===== config.mk =====
export PLATFORM = sky130hd
export DESIGN_NAME = cgspr_top
export DESIGN_NICKNAME = d
export VERILOG_FILES = /design/src/rtl/cgspr_pkg.sv /design/src/rtl/cgspr_top.sv /design/src/rtl/cgspr_sync.sv /design/src/rtl/cgspr_prescale.sv
export SDC_FILE = /design/constraint.sdc
export NUM_CORES = 1
export LEC_CHECK = 0
export BUFFER_PORTS_ARGS = -buffer_cell sky130_fd_sc_hd__buf_2
export CAP_MARGIN = 20
export CORE_MARGIN = 1
export CORE_UTILIZATION = 61
export DETAILED_ROUTE_END_ITERATION = 10
export PLACE_DENSITY = 0.87
export SETUP_SLACK_MARGIN = 0.1
export SYNTH_ARGS = -nofsm -noshare
export SYNTH_HDL_FRONTEND = slang
export SYNTH_HIERARCHICAL = 1
export SYNTH_SLANG_ARGS = --single-unit

===== constraint.sdc =====
create_clock -name clk -period 23.7 [get_ports clk]
set_input_delay 1.185 -clock clk [delete_from_list [all_inputs] [get_ports clk]]
set_output_delay 1.185 -clock clk [all_outputs]
set_load 0.02 [all_outputs]

===== src/rtl/cgspr_pkg.sv =====
// constants, modes and carrier types of the two-channel gate/store counter
// assumes a single 20 MHz clock; shared by the cgspr_top and cgspr_prescale design files
package cgspr_pkg;

    localparam int NUM_CH = 2;
    localparam int CNT_W = 24;
    localparam int ROLL_W = 25;
    localparam int REF_W = 25;
    localparam int WORD_W = 16;
    localparam int SCALE_W = 7;

    // clock and reference timing
    localparam int unsigned CLK_HZ = 20_000_000;
    localparam int unsigned REF_HZ = 5_000_000;
    localparam int unsigned REF_DIV = CLK_HZ / REF_HZ;
    localparam logic [1:0] REF_DIV_LAST = 2'(REF_DIV - 1);
    // 6.71 s of 5 MHz reference fills the reference counter
    localparam logic [REF_W-1:0] REF_MAX = 25'h1ff_ffff;

    // control word 0 bit positions
    localparam int RESET_COUNT_BIT0 = 0;
    localparam int RESET_COUNT_BIT1 = 4;
    localparam int PRESET_LOAD_BIT0 = 1;
    localparam int PRESET_LOAD_BIT1 = 5;
    localparam int TOTAL_CLEAR_BIT0 = 2;
    localparam int TOTAL_CLEAR_BIT1 = 6;

    // reset values
    localparam logic [CNT_W-1:0] CNT_RESET = 24'h00_0000;
    localparam logic [REF_W-1:0] REF_RESET = 25'h000_0000;
    localparam logic [SCALE_W-1:0] SCALE_RESET = 7'h00;

    typedef enum logic [4:0] {
        CGSPR_MODE_COUNTER = 5'h01,
        CGSPR_MODE_X1 = 5'h02,
        CGSPR_MODE_X2 = 5'h04,
        CGSPR_MODE_X4 = 5'h08,
        CGSPR_MODE_PERIOD = 5'h10
    } cgspr_mode_t;

    typedef enum logic [4:0] {
        CGSPR_STORE_OFF = 5'h01,
        CGSPR_STORE_CONT = 5'h02,
        CGSPR_STORE_WAIT = 5'h04,
        CGSPR_STORE_RST_WAIT = 5'h08,
        CGSPR_STORE_RST_START = 5'h10
    } cgspr_store_t;

    typedef struct packed {
        cgspr_mode_t mode;
        cgspr_store_t store;
        logic gate_invert;
        logic [2:0] scale_sel;
        logic [CNT_W-1:0] preset;
        logic [ROLL_W-1:0] rollover;
    } cgspr_cfg_t;

    typedef struct packed {
        logic [WORD_W-1:0] high_word;
        logic [WORD_W-1:0] low_word;
    } cgspr_word_pair_t;

    typedef struct packed {
        cgspr_word_pair_t count;
        cgspr_word_pair_t stored;
        cgspr_word_pair_t freq;
        cgspr_word_pair_t total;
        logic zero_freq;
    } cgspr_read_t;

    typedef struct packed {
        logic [CNT_W-1:0] count;
        logic [CNT_W-1:0] stored;
        logic [CNT_W-1:0] total;
        logic [REF_W-1:0] ref_cnt;
        logic [REF_W-1:0] freq;
        logic zero_freq;
        logic a_prev;
        logic b_prev;
        logic sg_prev;
        logic g_prev;
    } cgspr_chan_t;

    typedef struct packed {
        cgspr_chan_t [NUM_CH-1:0] ch;
        logic [1:0] ref_div;
    } cgspr_top_state_t;

    typedef struct packed {
        logic g_prev;
        logic [SCALE_W-1:0] cnt;
        logic out;
    } cgspr_scale_state_t;

endpackage


===== src/rtl/cgspr_top.sv =====
// two-channel 24-bit up/down, quadrature and period/rate counter
// assumes asynchronous a, b and gate pins; config and control words from a controller
// Functional notes
// - encoder counts step on leading edge of a; b picks up or down.
// - preset value 0..16777215 is loaded into count by preset-load bit.
// - reaching the rollover value wraps count to zero and counting continues.
// - rollover value ranges from 1 to 16777216.
// - counts are modulo rollover; 359 to 0 up, 0 to 359 down.
// - reset-count bits 0 and 4 of control word zero clear the counter.
// - gate pulses go through a power-of-two divider, 1 to 128.
// - stored count has its own word, replaced only on next gate trigger.
// - store mode 1 captures count, counting continues.
// - store mode 2 captures count, holds while gate high, resumes low.
// - store mode 3 captures, clears, holds while high, restarts on falling edge.
// - store mode 4 captures and clears; counting continues while gate high.
// - gate invert makes store and period functions use the falling edge.
// - period mode counts 5 MHz reference pulses across the divided gate.
// - frequency result in words 4/5 of each channel's read words.
// - pulse total in words 6/7 of each channel's read words.
// - each channel mode comes from the mode field of its own config entry.
// - all gate pulses are totalled; total-clear bit resets the total.
// - reference count per half gate cycle is 5 MHz over twice gate rate.
// - period mode ignores a and b; only the gate input measures.
// - counter mode: a pulses, b high counts down, low counts up.
// - x2 counts both a edges; x4 counts both edges of a and b.
`timescale 1ns/1ps
`default_nettype none
module cgspr_top (
    // clock and reset
    input wire logic clk,
    input wire logic reset,
    // input pins per channel
    input wire logic [1:0] phase_a,
    input wire logic [1:0] phase_b,
    input wire logic [1:0] gate_in,
    // configuration and control
    input wire cgspr_pkg::cgspr_cfg_t [1:0] cfg,
    input wire logic [15:0] count_ctrl,
    // read words per channel
    output logic [1:0] [127:0] rd_words,
    output logic [1:0] zero_freq
);

    cgspr_pkg::cgspr_top_state_t st;
    cgspr_pkg::cgspr_top_state_t next_st;

    logic [5:0] pins_f;
    logic [1:0] a_f;
    logic [1:0] b_f;
    logic [1:0] g_f;
    logic [1:0] g_act;
    logic [1:0] sg;
    logic [1:0] rst_cnt;
    logic [1:0] pre_load;
    logic [1:0] pulse_total_clear;
    logic [1:0] do_up;
    logic [1:0] do_down;
    logic [1:0] cap;
    logic [1:0] hold;
    logic [1:0] sg_fall;
    logic ref_tick;
    logic [cgspr_pkg::CNT_W-1:0] rollm1 [2];

    cgspr_sync #(
        .W(6)
    ) u_sync (
        .clk(clk),
        .reset(reset),
        .din({gate_in, phase_b, phase_a}),
        .dout(pins_f)
    );

    assign a_f = pins_f[1:0];
    assign b_f = pins_f[3:2];
    assign g_f = pins_f[5:4];

    // control word bits
    assign rst_cnt[0] = count_ctrl[cgspr_pkg::RESET_COUNT_BIT0];
    assign rst_cnt[1] = count_ctrl[cgspr_pkg::RESET_COUNT_BIT1];
    assign pre_load[0] = count_ctrl[cgspr_pkg::PRESET_LOAD_BIT0];
    assign pre_load[1] = count_ctrl[cgspr_pkg::PRESET_LOAD_BIT1];
    assign pulse_total_clear[0] = count_ctrl[cgspr_pkg::TOTAL_CLEAR_BIT0];
    assign pulse_total_clear[1] = count_ctrl[cgspr_pkg::TOTAL_CLEAR_BIT1];

    genvar gi;
    generate
        for (gi = 0; gi < 2; gi++) begin : g_ch
            // inverted gate feeds both divider and total
            assign g_act[gi] = g_f[gi] ^ cfg[gi].gate_invert;
            cgspr_prescale u_scale (
                .clk(clk),
                .reset(reset),
                .gate(g_act[gi]),
                .scale_sel(cfg[gi].scale_sel),
                .scaled(sg[gi])
            );
        end
    endgenerate

    assign ref_tick = (st.ref_div == cgspr_pkg::REF_DIV_LAST);

    always_comb begin
        logic step;
        logic up;
        logic a_edge;
        logic b_edge;
        logic sg_rise;
        logic clr;
        logic per;
        next_st = st;
        step = 1'b0;
        up = 1'b0;
        a_edge = 1'b0;
        b_edge = 1'b0;
        sg_rise = 1'b0;
        clr = 1'b0;
        per = 1'b0;
        do_up = 2'b00;
        do_down = 2'b00;
        cap = 2'b00;
        hold = 2'b00;
        sg_fall = 2'b00;
        next_st.ref_div = ref_tick ? 2'h0 : st.ref_div + 2'h1;
        for (int i = 0; i < 2; i++) begin
            rollm1[i] = cgspr_pkg::CNT_W'(cfg[i].rollover - 25'h000_0001);
            a_edge = a_f[i] ^ st.ch[i].a_prev;
            b_edge = b_f[i] ^ st.ch[i].b_prev;
            sg_rise = sg[i] & ~st.ch[i].sg_prev;
            sg_fall[i] = ~sg[i] & st.ch[i].sg_prev;
            per = (cfg[i].mode == cgspr_pkg::CGSPR_MODE_PERIOD);
            next_st.ch[i].a_prev = a_f[i];
            next_st.ch[i].b_prev = b_f[i];
            next_st.ch[i].sg_prev = sg[i];
            next_st.ch[i].g_prev = g_act[i];
            // step source and direction per mode
            case (cfg[i].mode)
                cgspr_pkg::CGSPR_MODE_COUNTER: begin
                    step = a_f[i] & ~st.ch[i].a_prev;
                    up = ~b_f[i];
                end
                cgspr_pkg::CGSPR_MODE_X1: begin
                    step = a_f[i] & ~st.ch[i].a_prev;
                    up = ~b_f[i];
                end
                cgspr_pkg::CGSPR_MODE_X2: begin
                    step = a_edge;
                    up = ~b_f[i];
                end
                cgspr_pkg::CGSPR_MODE_X4: begin
                    // simultaneous edges on both phases are invalid, dropped
                    step = a_edge ^ b_edge;
                    up = a_f[i] ^ st.ch[i].b_prev;
                end
                default: begin
                    step = 1'b0;
                    up = 1'b0;
                end
            endcase
            cap[i] = sg_rise & ~per & (cfg[i].store != cgspr_pkg::CGSPR_STORE_OFF);
            clr = cap[i] & ((cfg[i].store == cgspr_pkg::CGSPR_STORE_RST_WAIT) ||
                (cfg[i].store == cgspr_pkg::CGSPR_STORE_RST_START));
            hold[i] = sg[i] & ~per & ((cfg[i].store == cgspr_pkg::CGSPR_STORE_WAIT) ||
                (cfg[i].store == cgspr_pkg::CGSPR_STORE_RST_WAIT));
            if (cap[i]) begin
                next_st.ch[i].stored = st.ch[i].count;
            end
            do_up[i] = step & up & ~hold[i] & ~clr & ~rst_cnt[i] & ~pre_load[i];
            do_down[i] = step & ~up & ~hold[i] & ~clr & ~rst_cnt[i] & ~pre_load[i];
            if (rst_cnt[i]) begin
                next_st.ch[i].count = cgspr_pkg::CNT_RESET;
            end else if (pre_load[i]) begin
                next_st.ch[i].count = cfg[i].preset;
            end else if (clr) begin
                next_st.ch[i].count = cgspr_pkg::CNT_RESET;
            end else if (do_up[i]) begin
                if (st.ch[i].count >= rollm1[i]) begin
                    next_st.ch[i].count = cgspr_pkg::CNT_RESET;
                end else begin
                    next_st.ch[i].count = st.ch[i].count + 24'h00_0001;
                end
            end else if (do_down[i]) begin
                if ((st.ch[i].count == cgspr_pkg::CNT_RESET) ||
                    (st.ch[i].count > rollm1[i])) begin
                    next_st.ch[i].count = rollm1[i];
                end else begin
                    next_st.ch[i].count = st.ch[i].count - 24'h00_0001;
                end
            end
            // running total of every active gate edge
            if (pulse_total_clear[i]) begin
                next_st.ch[i].total = cgspr_pkg::CNT_RESET;
            end else if (g_act[i] && !st.ch[i].g_prev) begin
                next_st.ch[i].total = st.ch[i].total + 24'h00_0001;
            end
            // reference pulses across the active half of the divided gate
            if (per) begin
                if (sg_rise) begin
                    next_st.ch[i].ref_cnt = cgspr_pkg::REF_RESET;
                end else if (sg[i] && ref_tick && (st.ch[i].ref_cnt != cgspr_pkg::REF_MAX)) begin
                    next_st.ch[i].ref_cnt = st.ch[i].ref_cnt + 25'h000_0001;
                end
                if (sg[i] && (st.ch[i].ref_cnt == cgspr_pkg::REF_MAX)) begin
                    next_st.ch[i].freq = cgspr_pkg::REF_RESET;
                    next_st.ch[i].zero_freq = 1'b1;
                end else if (sg_fall[i]) begin
                    next_st.ch[i].freq = st.ch[i].ref_cnt;
                    next_st.ch[i].zero_freq = 1'b0;
                end
            end
        end
    end

    always_ff @(posedge clk or posedge reset) begin
        if (reset) begin
            st <= '0;
        end else begin
            st <= next_st;
        end
    end

    // read words: count, stored, frequency, total, each low then high
    generate
        for (gi = 0; gi < 2; gi++) begin : g_rd
            assign rd_words[gi][15:0] = st.ch[gi].count[15:0];
            assign rd_words[gi][31:16] = {8'h00, st.ch[gi].count[23:16]};
            assign rd_words[gi][47:32] = st.ch[gi].stored[15:0];
            assign rd_words[gi][63:48] = {8'h00, st.ch[gi].stored[23:16]};
            assign rd_words[gi][79:64] = st.ch[gi].freq[15:0];
            assign rd_words[gi][95:80] = {7'h00, st.ch[gi].freq[24:16]};
            assign rd_words[gi][111:96] = st.ch[gi].total[15:0];
            assign rd_words[gi][127:112] = {8'h00, st.ch[gi].total[23:16]};
            assign zero_freq[gi] = st.ch[gi].zero_freq;

            property p_sw_reset;
                @(posedge clk) disable iff (reset)
                rst_cnt[gi] |=> (st.ch[gi].count == 24'h00_0000);
            endproperty
            a_sw_reset: assert property (p_sw_reset) else $error("count not cleared");

            property p_preset;
                @(posedge clk) disable iff (reset)
                (pre_load[gi] && !rst_cnt[gi]) |=> (st.ch[gi].count == $past(cfg[gi].preset));
            endproperty
            a_preset: assert property (p_preset) else $error("preset not loaded");

            property p_wrap_up;
                @(posedge clk) disable iff (reset)
                (do_up[gi] && (st.ch[gi].count == rollm1[gi])) |=>
                    (st.ch[gi].count == 24'h00_0000);
            endproperty
            a_wrap_up: assert property (p_wrap_up) else $error("no wrap to zero");

            property p_wrap_down;
                @(posedge clk) disable iff (reset)
                (do_down[gi] && (st.ch[gi].count == 24'h00_0000)) |=>
                    (st.ch[gi].count == $past(rollm1[gi]));
            endproperty
            a_wrap_down: assert property (p_wrap_down) else $error("no wrap down");

            property p_capture;
                @(posedge clk) disable iff (reset)
                cap[gi] |=> (st.ch[gi].stored == $past(st.ch[gi].count)) ##1
                    (st.ch[gi].stored == $past(st.ch[gi].stored)) || $past(cap[gi]);
            endproperty
            a_capture: assert property (p_capture) else $error("stored count wrong");

            property p_mode3;
                @(posedge clk) disable iff (reset)
                (cap[gi] && !rst_cnt[gi] && !pre_load[gi] &&
                    (cfg[gi].store == cgspr_pkg::CGSPR_STORE_RST_WAIT)) |=>
                    (st.ch[gi].count == 24'h00_0000);
            endproperty
            a_mode3: assert property (p_mode3) else $error("mode 3 did not clear");

            property p_hold;
                @(posedge clk) disable iff (reset)
                (hold[gi] && !rst_cnt[gi] && !pre_load[gi] && !cap[gi]) |=>
                    $stable(st.ch[gi].count);
            endproperty
            a_hold: assert property (p_hold) else $error("count moved while held");

            property p_total_clear;
                @(posedge clk) disable iff (reset)
                pulse_total_clear[gi] |=> (st.ch[gi].total == 24'h00_0000);
            endproperty
            a_total_clear: assert property (p_total_clear) else $error("total not cleared");

            property p_period_ignore;
                @(posedge clk) disable iff (reset)
                ((cfg[gi].mode == cgspr_pkg::CGSPR_MODE_PERIOD) && !rst_cnt[gi] &&
                    !pre_load[gi]) |=> $stable(st.ch[gi].count);
            endproperty
            a_period_ignore: assert property (p_period_ignore) else $error("a/b counted");

            property p_freq;
                @(posedge clk) disable iff (reset)
                ((cfg[gi].mode == cgspr_pkg::CGSPR_MODE_PERIOD) && sg_fall[gi] &&
                    (st.ch[gi].ref_cnt != cgspr_pkg::REF_MAX)) |=>
                    (st.ch[gi].freq == $past(st.ch[gi].ref_cnt)) && !st.ch[gi].zero_freq;
            endproperty
            a_freq: assert property (p_freq) else $error("frequency not reported");

            property p_mode4;
                @(posedge clk) disable iff (reset)
                (cap[gi] && !rst_cnt[gi] && !pre_load[gi] &&
                    (cfg[gi].store == cgspr_pkg::CGSPR_STORE_RST_START)) |=>
                    (st.ch[gi].count == 24'h00_0000);
            endproperty
            a_mode4: assert property (p_mode4) else $error("mode 4 did not clear");

            property p_step_up;
                @(posedge clk) disable iff (reset)
                (do_up[gi] && (st.ch[gi].count < rollm1[gi])) |=>
                    (st.ch[gi].count == $past(st.ch[gi].count) + 24'h00_0001);
            endproperty
            a_step_up: assert property (p_step_up) else $error("count did not step up");

            property p_total_step;
                @(posedge clk) disable iff (reset)
                (!pulse_total_clear[gi] && g_act[gi] && !st.ch[gi].g_prev) |=>
                    (st.ch[gi].total == $past(st.ch[gi].total) + 24'h00_0001);
            endproperty
            a_total_step: assert property (p_total_step) else $error("edge not totalled");

            c_wrap: cover property (@(posedge clk) disable iff (reset)
                do_up[gi] && (st.ch[gi].count == rollm1[gi]));
            c_capture: cover property (@(posedge clk) disable iff (reset) cap[gi]);
            c_freq: cover property (@(posedge clk) disable iff (reset)
                (cfg[gi].mode == cgspr_pkg::CGSPR_MODE_PERIOD) && sg_fall[gi]);
            c_hold: cover property (@(posedge clk) disable iff (reset) hold[gi]);
            c_quad: cover property (@(posedge clk) disable iff (reset)
                (cfg[gi].mode == cgspr_pkg::CGSPR_MODE_X4) && do_down[gi]);
        end
    endgenerate

endmodule
`default_nettype wire


===== src/rtl/cgspr_sync.sv =====
// three-stage input synchroniser with agreement filter, W bits wide
// assumes asynchronous pins; output changes once stages two and three agree
`timescale 1ns/1ps
`default_nettype none
module cgspr_sync #(
    parameter int W = 6
) (
    // clock and reset
    input wire logic clk,
    input wire logic reset,
    // pins and filtered levels
    input wire logic [W-1:0] din,
    output logic [W-1:0] dout
);

    typedef struct packed {
        logic [W-1:0] s1;
        logic [W-1:0] s2;
        logic [W-1:0] s3;
        logic [W-1:0] lvl;
    } cgspr_sync_state_t;

    cgspr_sync_state_t st;
    cgspr_sync_state_t next_st;

    always_comb begin
        next_st = st;
        next_st.s1 = din;
        next_st.s2 = st.s1;
        next_st.s3 = st.s2;
        next_st.lvl = (st.s2 & st.s3) | (st.lvl & (st.s2 | st.s3));
    end

    always_ff @(posedge clk or posedge reset) begin
        if (reset) begin
            st <= '0;
        end else begin
            st <= next_st;
        end
    end

    assign dout = st.lvl;

endmodule
`default_nettype wire


===== src/rtl/cgspr_prescale.sv =====
// power-of-two divider of one gate level, divide by 1 to 128
// assumes a filtered, already inverted gate level on the same clock
`timescale 1ns/1ps
`default_nettype none
module cgspr_prescale (
    // clock and reset
    input wire logic clk,
    input wire logic reset,
    // gate level and divider select
    input wire logic gate,
    input wire logic [2:0] scale_sel,
    // divided gate level
    output logic scaled
);

    cgspr_pkg::cgspr_scale_state_t st;
    cgspr_pkg::cgspr_scale_state_t next_st;

    always_comb begin
        next_st = st;
        next_st.g_prev = gate;
        // one step per active gate edge, divided level taken from a counter bit
        if (gate && !st.g_prev) begin
            next_st.cnt = st.cnt + 7'h01;
        end
        if (scale_sel == 3'h0) begin
            next_st.out = gate;
        end else begin
            next_st.out = next_st.cnt[scale_sel - 3'h1];
        end
    end

    always_ff @(posedge clk or posedge reset) begin
        if (reset) begin
            st <= '0;
        end else begin
            st <= next_st;
        end
    end

    assign scaled = st.out;

    property p_div_one;
        @(posedge clk) disable iff (reset)
        (scale_sel == 3'h0) |=> (scaled == $past(gate));
    endproperty
    a_div_one: assert property (p_div_one) else $error("divide by one lost the gate");

endmodule
`default_nettype wire


==> run_results.csv <==
group,metric,value,unit
outcome,status,"finished, final reports clean",
min_path,holdCritPathClass,"flip-flop to flip-flop",
setup_path,crit_arrival,6280,ps
timing,finalSetupViolCount,0,
placement,placed_cells,2691,
die,die_h,183,um
routing,post_drt_wl_per_cell,18.7,um
synth,yosysWarningCount,6,
timing,skew,16.3,ps
synth,ys_seq_area_share,37.2,%
setup_path,critPathMaxFanout,16,
timing,tns,0,ps
clocking,cts.path.max_buffers,3,
synth,synth_largest_area_cell,"dfrtp_1",
setup_path,crit_chain,"buf_2 -> nor4_1 -> nand4_1 -> nor4_1 -> xnor2_1 -> ha_1 -> nand4_1 -> nor4_1 -> nand2_1 -> o21bai_1 -> a31oi_1 -> nor2_2 -> mux2_2 -> a211oi_1",
synth,synth_top_flop_cell,"dfrtp_1",
pwr,p_per_area,72.1,nW/um2
routing,routed_wl,51.6,mm
placement,portBuffers,333,
pwr,p_leak,10.2,nW
global_routing,grt_pass1_wl,81.9,mm
synth,synth_top_cells_by_count,"dfrtp_1, buf_4, nand2_1",
synth,synth-async-reset-ratio,100,%
timing,max_clock_freq,0.171,GHz
clocking,post-cts-setup-buffers,0,
clocking,clock_latency,530,ps
die,num_rows,66,
die,die-area,33600,um2
timing,tightestPinTransition,1120,ps
synth,synth_edf_count,0,
pwr,vdd_ir_drop_max,0.0756,mV
global_routing,grt_pass1_vias,16100,
die,io_pins,408,
pwr,fin_total_pwr,1.55,mW
timing,rsz0062_at_grt,"no",
clocking,clkTransAtPathRegs,60,ps
die,design.core.area,32500,um2
clocking,cts-htree-levels,2,
final_layout,nNetsFinal,2509,
setup_path,slowest_delay,840,ps
global_routing,track_usage,30.0,%
synth,netlist.area_leader.share,37.2,%
routing,route.detailed.drc,0,
timing,relSlewSlack,25.3,%
run,drv_cap,0,
synth,synth_cells,2219,
die,die_x,183,um
final_layout,fin_cells,2759,
setup_path,path_common_cell,"nor4_1",
clocking,post_cts_resize_count,0,
routing,vias,16800,
routing,vias_per_cell,6.09,
synth,synth_area_leaders,"dfrtp_1, buf_4, xnor2_1",
placement,place_hpwl,36.9,mm
global_routing,antenna_found_initial,2,
setup_path,cp.buffers_inverters,1,
synth,syn_area_per_cell,9.04,um2
final_layout,nFillCells,2592,
synth,ys_seq_elements,298,
die,start_util,61.8,%
setup_path,crit_path_end_kind,"flip-flop",
timing,period_needed,5860,ps
synth,synth.most_common_cell,"dfrtp_1",
setup_path,crit_family,"simple AND/OR/NAND/NOR gates",
routing,postRouteAntennaNets,0,
global_routing,gr-total-overflow,0,
synth,synth_area,20000,um2
synth,ys_types,80,
clocking,cts_root_buffer,"clkbuf_16",
setup_path,critical_path_class,"primary input to flip-flop",
final_layout,final_layout_size_suffix_gt1_share,21.5,%
timing,fin_crit_sh,24.7,%
placement,finalWeightedCongestion,0.956,
setup_path,crit_path_top_delay_cell,"a31oi_1",
routing,drtIter0Drc,1292,
clocking,numCtsBuffers,36,
final_layout,area_delta_synth_final,7.34,%
setup_path,cp_data_required_time,24120,ps
clocking,cts_tree,"done",
routing,dr.pass1.iters,6,
setup_path,crit_path_start_kind,"primary input",
timing,hold_viol_final,0,
timing,whs,347,ps
global_routing,grt_max_degree,119,
final_layout,post-route-util,66.3,%
clocking,ctsHoldBuffers,0,
clocking,cts_sinks,298,
timing,final_max_slew_viol_count,0,
-- routing by layer --
metal  global-route usage (%)  routed length, um  share of wire [%]  vias to the layer above
met5                        0                 13              0.025                        -
met4                     12.2               1660                3.2                        2
met3                     6.51               4200                8.1                      140
met2                     49.9              24700                 48                      791
met1                     37.9              21100                 41                     8188
li1                         -                  -                  -                     7691
-- sequential cells by signal, indices dropped and copies added, names as in the netlist --
signal and count:
g_ch.u_scale/st 16, st 60, u_sync/dout 6, g_ch.u_scale/scaled 2
u_sync/next_st 12, u_sync/st 6, rd_words 194, zero_freq 2
-- layout make-up --
type	instances	area (um2)	share of cell area [%]
multi-input cells	1554	10200	47.3
inverters	49	191	0.890
diodes	1	2.50	0.0116
flip-flops and latches	298	7460	34.7
clock buffers	51	1050	4.87
well taps	442	553	2.57
clock inverters	13	225	1.05
repair buffers	351	1860	8.63
-- power by group --
part / internal, mW / switching (mW) / total [mW]
Clock: 0.366 / 0.226 / 0.592
Sequential: 0.559 / 0.0623 / 0.622
Combinational: 0.136 / 0.201 / 0.337
-- layout by cell type, fill, tap and decap left out, drive strengths merged, types with 14 or more instances in the layout --
cell type  synthesis  layout
a21oi             85      85
a221oi            21      21
nor2             137     137
nand2b            16      16
dfrtp            298     298
buf              283     351
or3               41      41
xnor2            110     110
ha                69      69
mux2i             23      23
clkbuf            96      51
inv               49      51
a31oi             17      17
or4               14      14
a22o              31      31
o21ai            107     107
nand4             57      57
mux2              53      53
and4              17      17
xor2              80      80
conb               1      62
nand2            213     213
nand3             86      86
nor2b             17      17
and3              29      29
nor3              69      69
o211ai            25      25
nor4              28      28
-- path summary, 6_finish.rpt --
kind | from | end | slack (ps) | cells after the start
hold reg to reg | u_sync/next_st[16] | u_sync/next_st[10] | 350 | 0
min in group asynchronous | reset | g_ch[1].u_scale/scaled | 700 | 2
hold / removal | u_sync/next_st[16] | u_sync/next_st[10] | 350 | 0
max in group asynchronous | reset | st[55] | 21250 | 4
setup / recovery | cfg[67] | rd_words[150] | 17840 | 14
setup reg to reg | rd_words[151] | rd_words[150] | 19760 | 9
-- through the flow --
step / instance area [um2] / worst slack [ps]
after detailed placement: 20200 / 17480
final: 21500 / 17840
after CTS: 21400 / 18000
after global routing: 21500 / 17440
after global placement: 20200 / 17540
after floorplan: 20300 / 15470
-- logic make-up after synthesis --
family | count (synthesis) | synth area share (%)
multiplexers | 76 | 4.13
other | 1 | 0.0187
adder cells (fa/ha/maj) | 75 | 4.64
AO/OA/AOI/OAI | 369 | 12.2
buffers and inverters | 428 | 13.3
XOR/XNOR | 191 | 8.56
AND/OR/NAND/NOR | 781 | 20.0
flip-flops | 298 | 37.2
Note: power is estimated with default switching activity, not from simulation.
